--- src/core/simd_ext_pkg.sv ---
// Purpose: Shared constants and types for the SIMD extension state and access control.
// Assumes: One core clock, synchronous active-low reset, one request per accepted cycle.
// Notes:   Field positions, reset values and counts live here; other files also write some of them as literals.
// Operation
// - Four accumulator pairs; a 2-bit selector, value zero is the base accumulator.
// - Compares write 1, 2, 4 or 8 condition bits at 31:24; selects read them.
// - Overflow bits 23:16 are sticky; only a full-register write clears them.
// - Saturating MAC and dot products set bit 16 to 19 by target accumulator.
// - Abs, add, subtract and add-with-carry set bit 20 on overflow.
// - Multiplies returning to general registers set bit 21 on overflow.
// - Precision reduction and left shifts set bit 22 on overflow.
// - Accumulator extracts set bit 23 on overflow.
// - Positional extracts write bit 14: one if position below size, else zero.
// - Carry-generating add writes bit 13; add-with-carry uses it as carry in.
// - Variable inserts take field width from bits 12:7.
// - Bits 6:0 hold position; decrementing extracts subtract size plus one on success.
// - Move low to high copies low to high, then adds 32, or 64 doubled.
// - Bit 15 is reserved, reads zero, and software writes zero there.
// - Branches, positional extracts and inserts read position; inserts also read size.
// - Config bits 10 and 11 show base and revision-2 presence, fixed, read-only.
// - Missing base or revision-2 support raises a reserved-instruction exception; a rev2 opcode on a present but disabled extension gets the disabled one.
// - Present but disabled extension raises the disabled exception, code 26.
// - One status enable bit enables or disables every extension sharing it.
// - Enabled extension: invalid opcodes raise reserved-instruction, valid ones nothing.
// - Hardware interlocks control register and accumulator dependencies.

`default_nettype none

package simd_ext_pkg;

  // ===========================================================================
  // Control register layout.
  localparam int unsigned CCOND_LSB     = 24;
  localparam int unsigned OUFLAG_LSB    = 16;
  localparam int unsigned OU_ADDSUB_BIT = 20;
  localparam int unsigned OU_MUL_BIT    = 21;
  localparam int unsigned OU_PREC_BIT   = 22;
  localparam int unsigned OU_ACCUMULATOR_EXTRACT_BIT   = 23;
  localparam int unsigned RSVD_BIT      = 15;
  localparam int unsigned EFI_BIT       = 14;
  localparam int unsigned CARRY_BIT     = 13;
  localparam int unsigned SCOUNT_LSB    = 7;
  localparam int unsigned SCOUNT_W      = 6;
  localparam int unsigned POS_LSB       = 0;
  localparam int unsigned POS_W         = 7;
  localparam logic [31:0] CTRL_RESET    = 32'h0000_0000;
  localparam logic [31:0] CTRL_WR_MASK  = 32'hffff_7fff;

  // ===========================================================================
  // Configuration, status and cause values.
  localparam int unsigned CFG_BASE_BIT  = 10;
  localparam int unsigned CFG_REV2_BIT  = 11;
  localparam int unsigned STAT_EN_BIT   = 24;
  localparam logic        EN_RESET      = 1'b0;
  localparam logic [4:0]  EXC_DISABLED  = 5'h1a;
  localparam logic [4:0]  EXC_RESERVED  = 5'h0a;

  // ===========================================================================
  // Accumulators and position arithmetic.
  localparam int unsigned NUM_ACC       = 4;
  localparam logic [6:0]  POS_ADV_WORD  = 7'h20;
  localparam logic [6:0]  POS_ADV_DBL   = 7'h40;
  localparam logic [6:0]  POS_GE_WORD   = 7'h20;
  localparam logic [6:0]  POS_GE_DBL    = 7'h40;

  typedef enum logic [4:0] {
    OP_OTHER,
    OP_WRITE_FULL,
    OP_READ_FULL,
    OP_COMPARE,
    OP_SELECT,
    OP_MAC_SAT,
    OP_ADDSUB,
    OP_ADD_GEN_CARRY,
    OP_ADD_USE_CARRY,
    OP_MUL_GPR,
    OP_PREC_SHIFT,
    OP_ACC_EXTRACT,
    OP_POS_EXTRACT,
    OP_POS_EXTRACT_DEC,
    OP_VAR_INSERT,
    OP_MOVE_LH,
    OP_MOVE_LH_DOUBLE,
    OP_BRANCH_POS32,
    OP_BRANCH_POS64,
    OP_ACC_WRITE,
    OP_ACC_READ
  } op_t;

endpackage : simd_ext_pkg

`default_nettype wire

--- src/core/ext_exception_select.sv ---
// Purpose: Picks the extension-related exception for one instruction.
// Assumes: Presence inputs are constant; the enable is the shared status bit.
// Notes:   Purely combinational; the caller registers the result.

`default_nettype none

module ext_exception_select
  import simd_ext_pkg::*;
(
  input  wire logic       base_present,
  input  wire logic       rev2_present,
  input  wire logic       ext_enable,
  input  wire logic       touches_ext,
  input  wire logic       is_rev2,
  input  wire logic       valid_base,
  input  wire logic       valid_rev2,
  output logic            raise_reserved,
  output logic            raise_disabled,
  output logic [4:0]      exc_code
);

  logic opcode_ok;

  always_comb
  begin
    opcode_ok      = rev2_present ? valid_rev2 : (valid_base & ~is_rev2);
    raise_reserved = 1'b0;
    raise_disabled = 1'b0;
    exc_code       = EXC_RESERVED;
    if (touches_ext)
    begin
      if (!base_present)
      begin
        raise_reserved = 1'b1;
      end
      else if (!ext_enable)
      begin
        raise_disabled = 1'b1;
        exc_code       = EXC_DISABLED;
      end
      else if ((is_rev2 && !rev2_present) || !opcode_ok)
      begin
        raise_reserved = 1'b1;
      end
    end
  end

endmodule // ext_exception_select

`default_nettype wire

--- src/core/simd_ext_state_control.sv ---
// Purpose: Extension control register, four accumulator pairs, presence, enable and
//          exception selection for the SIMD signal-processing extension.
// Assumes: The pipeline offers one request per cycle and holds it while ready is low.
// Notes:   Datapath results (flags, carries, accumulator values) come from the pipeline.

`default_nettype none

module simd_ext_state_control
  import simd_ext_pkg::*;
#(
  parameter int unsigned ACC_W        = 64,
  parameter bit          BASE_PRESENT = 1'b1,
  parameter bit          REV2_PRESENT = 1'b1
)
(
  input  wire logic              ref_clk,
  input  wire logic              rstn,
  input  wire logic              req_valid,
  input  wire op_t               req_op,
  input  wire logic              req_is_ext,
  input  wire logic              req_is_rev2,
  input  wire logic              req_valid_base,
  input  wire logic              req_valid_rev2,
  input  wire logic [1:0]        req_acc,
  input  wire logic [31:0]       req_wdata,
  input  wire logic [7:0]        req_cmp_bits,
  input  wire logic [3:0]        req_cmp_count,
  input  wire logic              req_overflow,
  input  wire logic              req_carry,
  input  wire logic [5:0]        req_size,
  input  wire logic [ACC_W-1:0]  req_acc_hi,
  input  wire logic [ACC_W-1:0]  req_acc_lo,
  input  wire logic              stat_wr,
  input  wire logic [31:0]       stat_wdata,
  output logic                   req_ready,
  output logic                   done,
  output logic [31:0]            ctrl_value,
  output logic [31:0]            rd_data,
  output logic [ACC_W-1:0]       rd_acc_hi,
  output logic [ACC_W-1:0]       rd_acc_lo,
  output logic                   branch_taken,
  output logic                   carry_in,
  output logic [7:0]             select_bits,
  output logic                   exc_reserved,
  output logic                   exc_disabled,
  output logic [4:0]             exc_code,
  output logic [31:0]            config_word_three,
  output logic [31:0]            processor_status
);

  // ===========================================================================
  // State.
  typedef struct packed {
    logic [31:0]                       ctrl;
    logic [NUM_ACC-1:0][ACC_W-1:0]     acc_hi;
    logic [NUM_ACC-1:0][ACC_W-1:0]     acc_lo;
    logic                              enable;
    logic                              ready;
    logic                              done;
    logic [31:0]                       rd_data;
    logic [ACC_W-1:0]                  rd_hi;
    logic [ACC_W-1:0]                  rd_lo;
    logic                              taken;
    logic                              carry;
    logic [7:0]                        sel;
    logic                              exc_ri;
    logic                              exc_dis;
    logic [4:0]                        exc_code;
  } state_t;

  localparam state_t STATE_RESET = '{
    ctrl:     CTRL_RESET,
    acc_hi:   '0,
    acc_lo:   '0,
    enable:   EN_RESET,
    ready:    1'b1,
    done:     1'b0,
    rd_data:  32'h0000_0000,
    rd_hi:    '0,
    rd_lo:    '0,
    taken:    1'b0,
    carry:    1'b0,
    sel:      8'h00,
    exc_ri:   1'b0,
    exc_dis:  1'b0,
    exc_code: 5'h00
  };

  state_t state_q;
  state_t state_d;

  // ===========================================================================
  // Decode helpers.
  function automatic logic [7:0] cmp_mask(input logic [3:0] count);
    logic [7:0] m;
    m = 8'h00;
    case (count)
      4'h1:    m = 8'h01;
      4'h2:    m = 8'h03;
      4'h4:    m = 8'h0f;
      4'h8:    m = 8'hff;
      default: m = 8'h00;
    endcase
    return m;
  endfunction

  function automatic logic [7:0] ovf_set(input op_t op, input logic [1:0] acc);
    logic [7:0] s;
    s = 8'h00;
    case (op)
      OP_MAC_SAT:       s[acc] = 1'b1;
      OP_ADDSUB:        s[OU_ADDSUB_BIT - OUFLAG_LSB] = 1'b1;
      OP_ADD_USE_CARRY: s[OU_ADDSUB_BIT - OUFLAG_LSB] = 1'b1;
      OP_MUL_GPR:       s[OU_MUL_BIT - OUFLAG_LSB] = 1'b1;
      OP_PREC_SHIFT:    s[OU_PREC_BIT - OUFLAG_LSB] = 1'b1;
      OP_ACC_EXTRACT:   s[OU_ACCUMULATOR_EXTRACT_BIT - OUFLAG_LSB] = 1'b1;
      default:          s = 8'h00;
    endcase
    return s;
  endfunction

  // Whether an accepted operation may change the control register or an accumulator; variable inserts count too.
  function automatic logic writes_state(input op_t op);
    logic w;
    case (op)
      OP_READ_FULL, OP_SELECT, OP_BRANCH_POS32, OP_BRANCH_POS64, OP_ACC_READ, OP_OTHER:
        w = 1'b0;
      default:
        w = 1'b1;
    endcase
    return w;
  endfunction

  // ===========================================================================
  // Exception selection.
  logic       base_bit;
  logic       rev2_bit;
  logic       touches_ext;
  logic       raise_ri;
  logic       raise_dis;
  logic [4:0] raise_code;

  // A revision-2 bit without the base bit is treated as absent.
  assign base_bit    = BASE_PRESENT;
  assign rev2_bit    = REV2_PRESENT & BASE_PRESENT;
  assign touches_ext = req_is_ext
                     | (((req_op == OP_ACC_WRITE) || (req_op == OP_ACC_READ))
                        && (req_acc != 2'b00));

  ext_exception_select u_exc (
    .base_present   (base_bit),
    .rev2_present   (rev2_bit),
    .ext_enable     (state_q.enable),
    .touches_ext    (touches_ext),
    .is_rev2        (req_is_rev2),
    .valid_base     (req_valid_base),
    .valid_rev2     (req_valid_rev2),
    .raise_reserved (raise_ri),
    .raise_disabled (raise_dis),
    .exc_code       (raise_code)
  );

  // ===========================================================================
  // Next state.
  logic             accept;
  logic [6:0]       pos;
  logic [5:0]       scount;
  logic             fail;
  logic [6:0]       step;
  logic [ACC_W-1:0] sel_hi;
  logic [ACC_W-1:0] sel_lo;

  always_comb
  begin
    state_d          = state_q;
    accept           = req_valid & state_q.ready;
    pos              = state_q.ctrl[POS_LSB +: POS_W];
    scount           = state_q.ctrl[SCOUNT_LSB +: SCOUNT_W];
    fail             = ({1'b0, req_size} > pos);
    step             = 7'({1'b0, req_size} + 7'h01);
    sel_hi           = state_q.acc_hi[req_acc];
    sel_lo           = state_q.acc_lo[req_acc];
    state_d.done     = 1'b0;
    state_d.exc_ri   = 1'b0;
    state_d.exc_dis  = 1'b0;
    state_d.ready    = 1'b1;
    state_d.carry    = state_q.ctrl[CARRY_BIT];
    state_d.sel      = state_q.ctrl[CCOND_LSB +: 8];
    if (stat_wr)
    begin
      state_d.enable = stat_wdata[STAT_EN_BIT];
    end
    if (accept)
    begin
      state_d.done = 1'b1;
      // One bubble after any write lets the next reader see the committed value.
      state_d.ready = ~(writes_state(req_op) & ~raise_ri & ~raise_dis);
      if (raise_ri || raise_dis)
      begin
        state_d.exc_ri   = raise_ri;
        state_d.exc_dis  = raise_dis;
        state_d.exc_code = raise_code;
      end
      else
      begin
        if (req_overflow)
        begin
          state_d.ctrl[OUFLAG_LSB +: 8] = state_q.ctrl[OUFLAG_LSB +: 8]
                                        | ovf_set(req_op, req_acc);
        end
        case (req_op)
          OP_WRITE_FULL:
          begin
            state_d.ctrl = req_wdata & CTRL_WR_MASK;
          end
          OP_READ_FULL:
          begin
            state_d.rd_data = state_q.ctrl & CTRL_WR_MASK;
          end
          OP_COMPARE:
          begin
            // Bits above the element count are left as they were.
            state_d.ctrl[CCOND_LSB +: 8] = (state_q.ctrl[CCOND_LSB +: 8]
                                            & ~cmp_mask(req_cmp_count))
                                         | (req_cmp_bits & cmp_mask(req_cmp_count));
          end
          OP_ADD_GEN_CARRY:
          begin
            state_d.ctrl[CARRY_BIT] = req_carry;
          end
          OP_POS_EXTRACT:
          begin
            state_d.ctrl[EFI_BIT] = fail;
            state_d.rd_hi         = sel_hi;
            state_d.rd_lo         = sel_lo;
          end
          OP_POS_EXTRACT_DEC:
          begin
            state_d.ctrl[EFI_BIT] = fail;
            state_d.rd_hi         = sel_hi;
            state_d.rd_lo         = sel_lo;
            if (!fail)
            begin
              state_d.ctrl[POS_LSB +: POS_W] = 7'(pos - step);
            end
          end
          OP_VAR_INSERT:
          begin
            state_d.rd_data = {19'h00000, scount, pos};
          end
          OP_MOVE_LH:
          begin
            state_d.acc_hi[req_acc]        = sel_lo;
            state_d.acc_lo[req_acc]        = req_acc_lo;
            state_d.ctrl[POS_LSB +: POS_W] = 7'(pos + POS_ADV_WORD);
          end
          OP_MOVE_LH_DOUBLE:
          begin
            state_d.acc_hi[req_acc]        = sel_lo;
            state_d.acc_lo[req_acc]        = req_acc_lo;
            state_d.ctrl[POS_LSB +: POS_W] = 7'(pos + POS_ADV_DBL);
          end
          OP_BRANCH_POS32:
          begin
            state_d.taken = (pos >= POS_GE_WORD);
          end
          OP_BRANCH_POS64:
          begin
            state_d.taken = (pos >= POS_GE_DBL);
          end
          OP_MAC_SAT, OP_ACC_WRITE:
          begin
            state_d.acc_hi[req_acc] = req_acc_hi;
            state_d.acc_lo[req_acc] = req_acc_lo;
          end
          OP_ACC_READ, OP_ACC_EXTRACT:
          begin
            state_d.rd_hi = sel_hi;
            state_d.rd_lo = sel_lo;
          end
          default:
          begin
            state_d.done = 1'b1;
          end
        endcase
      end
    end
  end

  always_ff @(posedge ref_clk)
  begin
    if (!rstn)
    begin
      state_q <= STATE_RESET;
    end
    else
    begin
      state_q <= state_d;
    end
  end

  // ===========================================================================
  // Outputs, each a register field.
  logic [31:0] cfg_q;
  logic [31:0] stat_q;

  always_ff @(posedge ref_clk)
  begin
    if (!rstn)
    begin
      cfg_q  <= 32'h0000_0000;
      stat_q <= 32'h0000_0000;
    end
    else
    begin
      cfg_q               <= 32'h0000_0000;
      cfg_q[CFG_BASE_BIT] <= base_bit;
      cfg_q[CFG_REV2_BIT] <= rev2_bit;
      stat_q              <= 32'h0000_0000;
      stat_q[STAT_EN_BIT] <= state_d.enable;
    end
  end

  assign req_ready         = state_q.ready;
  assign done              = state_q.done;
  assign ctrl_value        = state_q.ctrl;
  assign rd_data           = state_q.rd_data;
  assign rd_acc_hi         = state_q.rd_hi;
  assign rd_acc_lo         = state_q.rd_lo;
  assign branch_taken      = state_q.taken;
  assign carry_in          = state_q.carry;
  assign select_bits       = state_q.sel;
  assign exc_reserved      = state_q.exc_ri;
  assign exc_disabled      = state_q.exc_dis;
  assign exc_code          = state_q.exc_code;
  assign config_word_three = cfg_q;
  assign processor_status  = stat_q;

endmodule // simd_ext_state_control

`default_nettype wire

--- config.mk ---
export PLATFORM = sky130hd
export DESIGN_NAME = simd_ext_state_control
export DESIGN_NICKNAME = d
export VERILOG_FILES = /design/src/core/simd_ext_pkg.sv /design/src/core/ext_exception_select.sv /design/src/core/simd_ext_state_control.sv
export SDC_FILE = /design/constraint.sdc
export NUM_CORES = 2
export LEC_CHECK = 0
export ABC_AREA = 1
export BUFFER_PORTS_ARGS = -buffer_cell sky130_fd_sc_hd__buf_2
export CAP_MARGIN = 20
export CORE_AREA = 2 2 202 402
export DETAILED_ROUTE_END_ITERATION = 10
export DIE_AREA = 0 0 204 404
export PLACE_DENSITY = 0.74
export SETUP_SLACK_MARGIN = 0.3
export SLEW_MARGIN = 25
export SYNTH_ARGS = -nofsm -noshare
export SYNTH_HDL_FRONTEND = slang
export SYNTH_SLANG_ARGS = --single-unit
--- constraint.sdc ---
create_clock -name ref_clk -period 2 [get_ports ref_clk]
set_clock_uncertainty 0.2 [all_clocks]
set_input_delay 0.1 -clock ref_clk [delete_from_list [all_inputs] [get_ports ref_clk]]
set_output_delay 0.1 -clock ref_clk [all_outputs]
set_load 0.005 [all_outputs]
-- Word level (Yosys, flattened, before mapping)
Cells that the tools add are included.
- bits in registers: 786
- bits of input ports: 227
- output and inout port bits: 275
- logic and storage cells: 166
- add/subtract/negate cells: 4
- $lt $le $gt $ge: 6
- eq/ne operators: 25
- mux-type cells: 56
- bitwise gates (word level): 13
- reduce and logical (&&, ||, !) cells: 34
- operator list (cell ; count):
    512-bit one-hot mux with 2 select lines ; 1
    256-bit bitwise mux ; 3
    64-bit binary-select mux with 2-bit select ; 2
    64-bit two-way mux ; 3
    64-bit demux with 2-bit select ; 1
    32-bit one-hot mux with 2 select lines ; 1
    5-bit by 4-bit equality test with 1-bit output (second input constant) ; 8
    8-bit two-way mux ; 4
    8-bit one-hot mux with 4 select lines ; 1
    3-bit AND reduction ; 10
    7-bit one-hot mux with 4 select lines ; 1
    5-bit equality test (second input constant) ; 5
    1-bit two-way mux ; 25
    5-bit by 3-bit equality test with 1-bit output (second input constant) ; 4
    8-bit AND ; 2
    4-bit two-way mux ; 4
    8-bit OR ; 2
    8-bit one-hot mux with 2 select lines ; 1
    2-bit nonzero test ; 8
    12-bit two-way mux ; 1
    5-bit by 2-bit equality test with 1-bit output (second input constant) ; 2
    5-bit two-way mux ; 2
    9-bit two-way mux ; 1
    8-bit inverter ; 1
    other kinds (31) ; 45

-- Longest topological paths before layout
- depth in word-level cells: 12
- mapped depth: 15
- depth with buffers taken out: 13

-- Modules after synthesis
Synthesis repeated with hierarchy kept, for this count alone.
- cells, all modules: 5017
- area, all modules: 33927.5 sq um
- by module, submodules not included (module ; times used ; cells each ; area each (sq um) ; sequential area each (sq um)):
    simd_ext_state_control ; 1 ; 5001 ; 33838.7 ; 14473.9
    ext_exception_select ; 1 ; 16 ; 88.8 ; 0.0

-- Worst setup path after synthesis
Ideal clock, no wire load.
- path kind: register to register
- from: register state_q (netlist bit ctrl_value[4])
- to: register state_q (netlist bit ctrl_value[0])
- setup time: 0.113 ns
- arrival time: 1.706 ns
- required time: 1.687 ns
- setup slack: -0.019 ns
- cell stages (with the launch flop): 13
- buffers on the path: 0
- period minus slack after synthesis: 2.019 ns
- path through: dfxtp_1 ha_1 nand2_1 inv_1 nand2_1 and2_1 nand2_1 nand3_1 nand3_1 nor2_1 nand2_1 nand2_1 nor2_1
- cells in the longest elaborated chain, start to end: 3
- ends and longest elaborated chain (item ; line ; source):
    start: declaration ; simd_ext_state_control.sv:89 ; state_t state_q;
    start signal: assignment ; simd_ext_state_control.sv:298 ; state_q <= state_d;
    6-bit by 7-bit > comparator with 1-bit output ; simd_ext_state_control.sv:179 ; fail = ({1'b0, req_size} > pos);
    2-bit inequality test (no source line) ; n/a ;
    4-bit AND reduction (no source line) ; n/a ;
No other way between the ends.
A chain may end at the register's enable or synchronous reset.

==> results.yml <==
timing:
  slew_headroom_pct: 44.9
  rsz0062_at_grt: "yes"
  hold_viol_final: 2
  setup_tns_ns: -0.0908
  worst_pin_slew_ns: 0.818
  setup_viol: 2
  finalCritPeriodShare_pct: 104
  finalCriticalPeriod_ns: 2.08
  whs_ns: -0.0136
  finalMaxSlewViolations: 0
  max_freq_mhz: 481
  fin_ws_ns: -0.0787
setup_path:
  timing.rr.start: "processor_status[24]"
  required_ns: 2.35
  end_kind: "register"
  rr_worst_depth: 9
  r2r-end: "state_q[686]"
  max_stage_delay_ns: 0.35
  critical_path.startpoint_type: "register"
  r2r_slack_ns: -0.08
  arrival_ns: 2.43
  cpMaxStageDelayCell: "dfxtp_2"
  path_class: "register to register"
  cp_max_fo: 23
  path_cells: "inv_4 > o21ai_4 > nand4_1 > buf_6 > buf_12 > buf_12 > nand2_1 > nand2_1 > nor2_1"
floorplan:
  fp.dieW_um: 204
  start_util_pct: 45.6
  io-pin-count: 502
  die_y_um: 404
  rows: 146
  die_area_mm2: 0.0824
  core_mm2: 0.0793
drt:
  route.vias.total: 37445
  drc: 0
  detail-route-antenna-nets: 0
  viasPerCell: 5.18
  first_pass_iters: 8
  post_drt_wl_per_cell_um: 19.2
  drt_iter0_drc: 3863
  wirelength_um: 139000
final_layout:
  final_nets: 6376
  layout_common_cells: "nand2_1, nor2_1, inv_1"
  drive_above_1_share_pct: 21.2
  areaGrowthSynthToFinish_pct: 34.0
  fillers: 6385
  layout_commonest_cell: "nand2_1"
logic_synthesis:
  synthTopCellsByArea: "dfxtp_1, nand2_1, nor2_1"
  synth_top_area_share_pct: 39.8
  synth_cell_types: 35
  syn_inst: 5571
  yosys.area.top_type: "dfxtp_1"
  ys_seq_elements: 720
  seq_area_frac_synth_pct: 39.8
  yosysWarningCount: 0
  syn_area_mm2: 0.0362
  avgSynthCellArea_um2: 6.49
grt:
  gr-total-overflow: 0
  antenna_found_initial: 14
  grt_pass1_vias: 34678
  groute.usage.overall_pct: 30.0
  grt_pass1_wl_um: 193000
  grt_max_degree: 118
clock_tree:
  path_clk_slew_ns: 0.07
  clock_latency_ns: 0.67
  cts_tree: "done"
  cts_sinks: 720
  numCtsBuffers: 70
  root_buffer: "clkbuf_16"
  clockBufferDepth: 3
  htree_levels: 3
pwr:
  clockPowerShare_pct: 42.4
  finalPower_mw: 31.7
  p_int_mw: 23.3
  pwr_density_cell_mw_per_mm2: 653
  p_comb_share_pct: 11.5
  p_switching_mw: 8.31
  switching_share_pct: 26.3
  p_seq_share_pct: 46.1
  max-vdd-ir-drop_mv: 0.691
  leakage_nw: 24.1
flow_run:
  drv_cap: 0
placed_design:
  port-buffer-count: 402
  place_congestion: 0.944
  hpwl_um: 75400
min_path:
  hold_class: "primary input to register"
  min_from: "req_cmp_count[1]"
  worstHoldPathCells: 7
status:
  violations: "hold timing, setup timing"
  outcome: "finished with violations"
[power by group through the flow]
stage,Sequential (mW),Clock [mW],Combinational [mW]
floorplan,14.9,0,1.53
CTS,14.6,13.6,3.24
finish,14.6,13.4,3.64
global route,14.6,14.1,3.85
global placement,14.9,0,2.47
detailed placement,14.9,0,2.49
[critical path, delay by kind of cell, from the launching register on]
kind | cells | cell delay [ns]
AND/OR/NAND/NOR | 4 | 0.58
AO/OA/AOI/OAI | 1 | 0.24
buffers and inverters | 4 | 0.60
flip-flops | 1 | 0.35
[synthesized netlist by cell type, drive strengths merged]
cell,count
conb,1
and3,64
clkbuf,156
a22oi,1
o22ai,170
a221oi,64
ha,13
fa,1
clkinv,2
nand3,113
nor2,1165
nand2,1295
nor3,5
nand4,22
buf,429
o21ai,89
a31oi,23
nand3b,1
or2,5
mux2,1
inv,974
and2,1
dfxtp,720
o21bai,211
a32oi,1
a21oi,44
[logic make-up (layout without fill, tap and decap cells)]
logic type	Yosys count	count (layout)	synth area share [%]
AOI/OAI and AO/OA	603	603	11.2
adders and majority gates	14	14	0.505
buffers and inverters	1561	2108	19.5
DFF	720	720	39.8
muxes	1	1	0.0311
other	1	74	0.0104
and+or+nand+nor	2671	2675	28.8
[worst max-delay path by stage]
stage                          from             to  slack (ns)  cells after the start
2_1_floorplan         ctrl_value[0]  ctrl_value[6]        0.28                     11
3_3_place_gp             req_acc[1]   state_q[495]       -0.18                     10
3_5_place_dp             req_acc[0]   state_q[577]       -0.16                     11
4_1_cts               ctrl_value[0]  ctrl_value[6]        0.13                     11
5_1_grt        processor_status[24]   state_q[686]       -0.15                      9
6_report       processor_status[24]   state_q[686]       -0.08                      9
[sequential cells by signal, summed over array words and instances, names as in the netlist, 2 cells and up, named ones only]
signal,flops
ctrl_value,23
exc_code,2
rd_acc_hi,64
rd_acc_lo,64
rd_data,31
select_bits,8
state_q,512
[final cells by class]
cell class                 instances  area (um^2)  share of cell area [%]
timing repair inverter             1         11.3                  0.0232
inverter                         976         3680                    7.60
tap                             1036         1300                    2.68
sequential                       720        14400                    29.8
multi-input combinational       3358        16600                    34.2
clock inverter                    29          312                   0.643
clock buffer                      94         1930                    3.99
timing repair buffer            1008        10200                    21.0
antenna                            9         22.5                  0.0465
[repair_timing]
action                     4_1_cts  5_1_grt
setup endpoints to repair      684      703
setup buffers                   42       23
gates resized for setup        183      374
gates cloned                    54       31
pin swaps                       50      112
hold buffers                   211        3
hold endpoints to repair       691        5
[stage by stage]
stage	std cells	instance area, um^2	setup WS [ns]	utilization, %
2_1_floorplan	5635	36600	0.277	-
3_3_place_gp	6739	39300	-0.179	49.6
3_5_place_dp	6739	39300	-0.164	49.6
4_1_cts	7169	46200	0.133	58.3
5_1_grt	7227	48400	-0.153	61.1
6_report	7231	48500	-0.0787	61.1
[layer usage]
| layer | vias up | wire [um] | part of all wire [%] | GRT usage, % |
|---|---|---|---|---|
| li1 | 17603 | - | - | - |
| met1 | 17126 | 48400 | 35 | 32.9 |
| met2 | 2125 | 65900 | 47 | 51.7 |
| met3 | 579 | 13400 | 9.7 | 6.62 |
| met4 | 12 | 10900 | 7.9 | 19.7 |
| met5 | - | 77 | 0.056 | 0 |
Power figures use the tool's default switching activity.
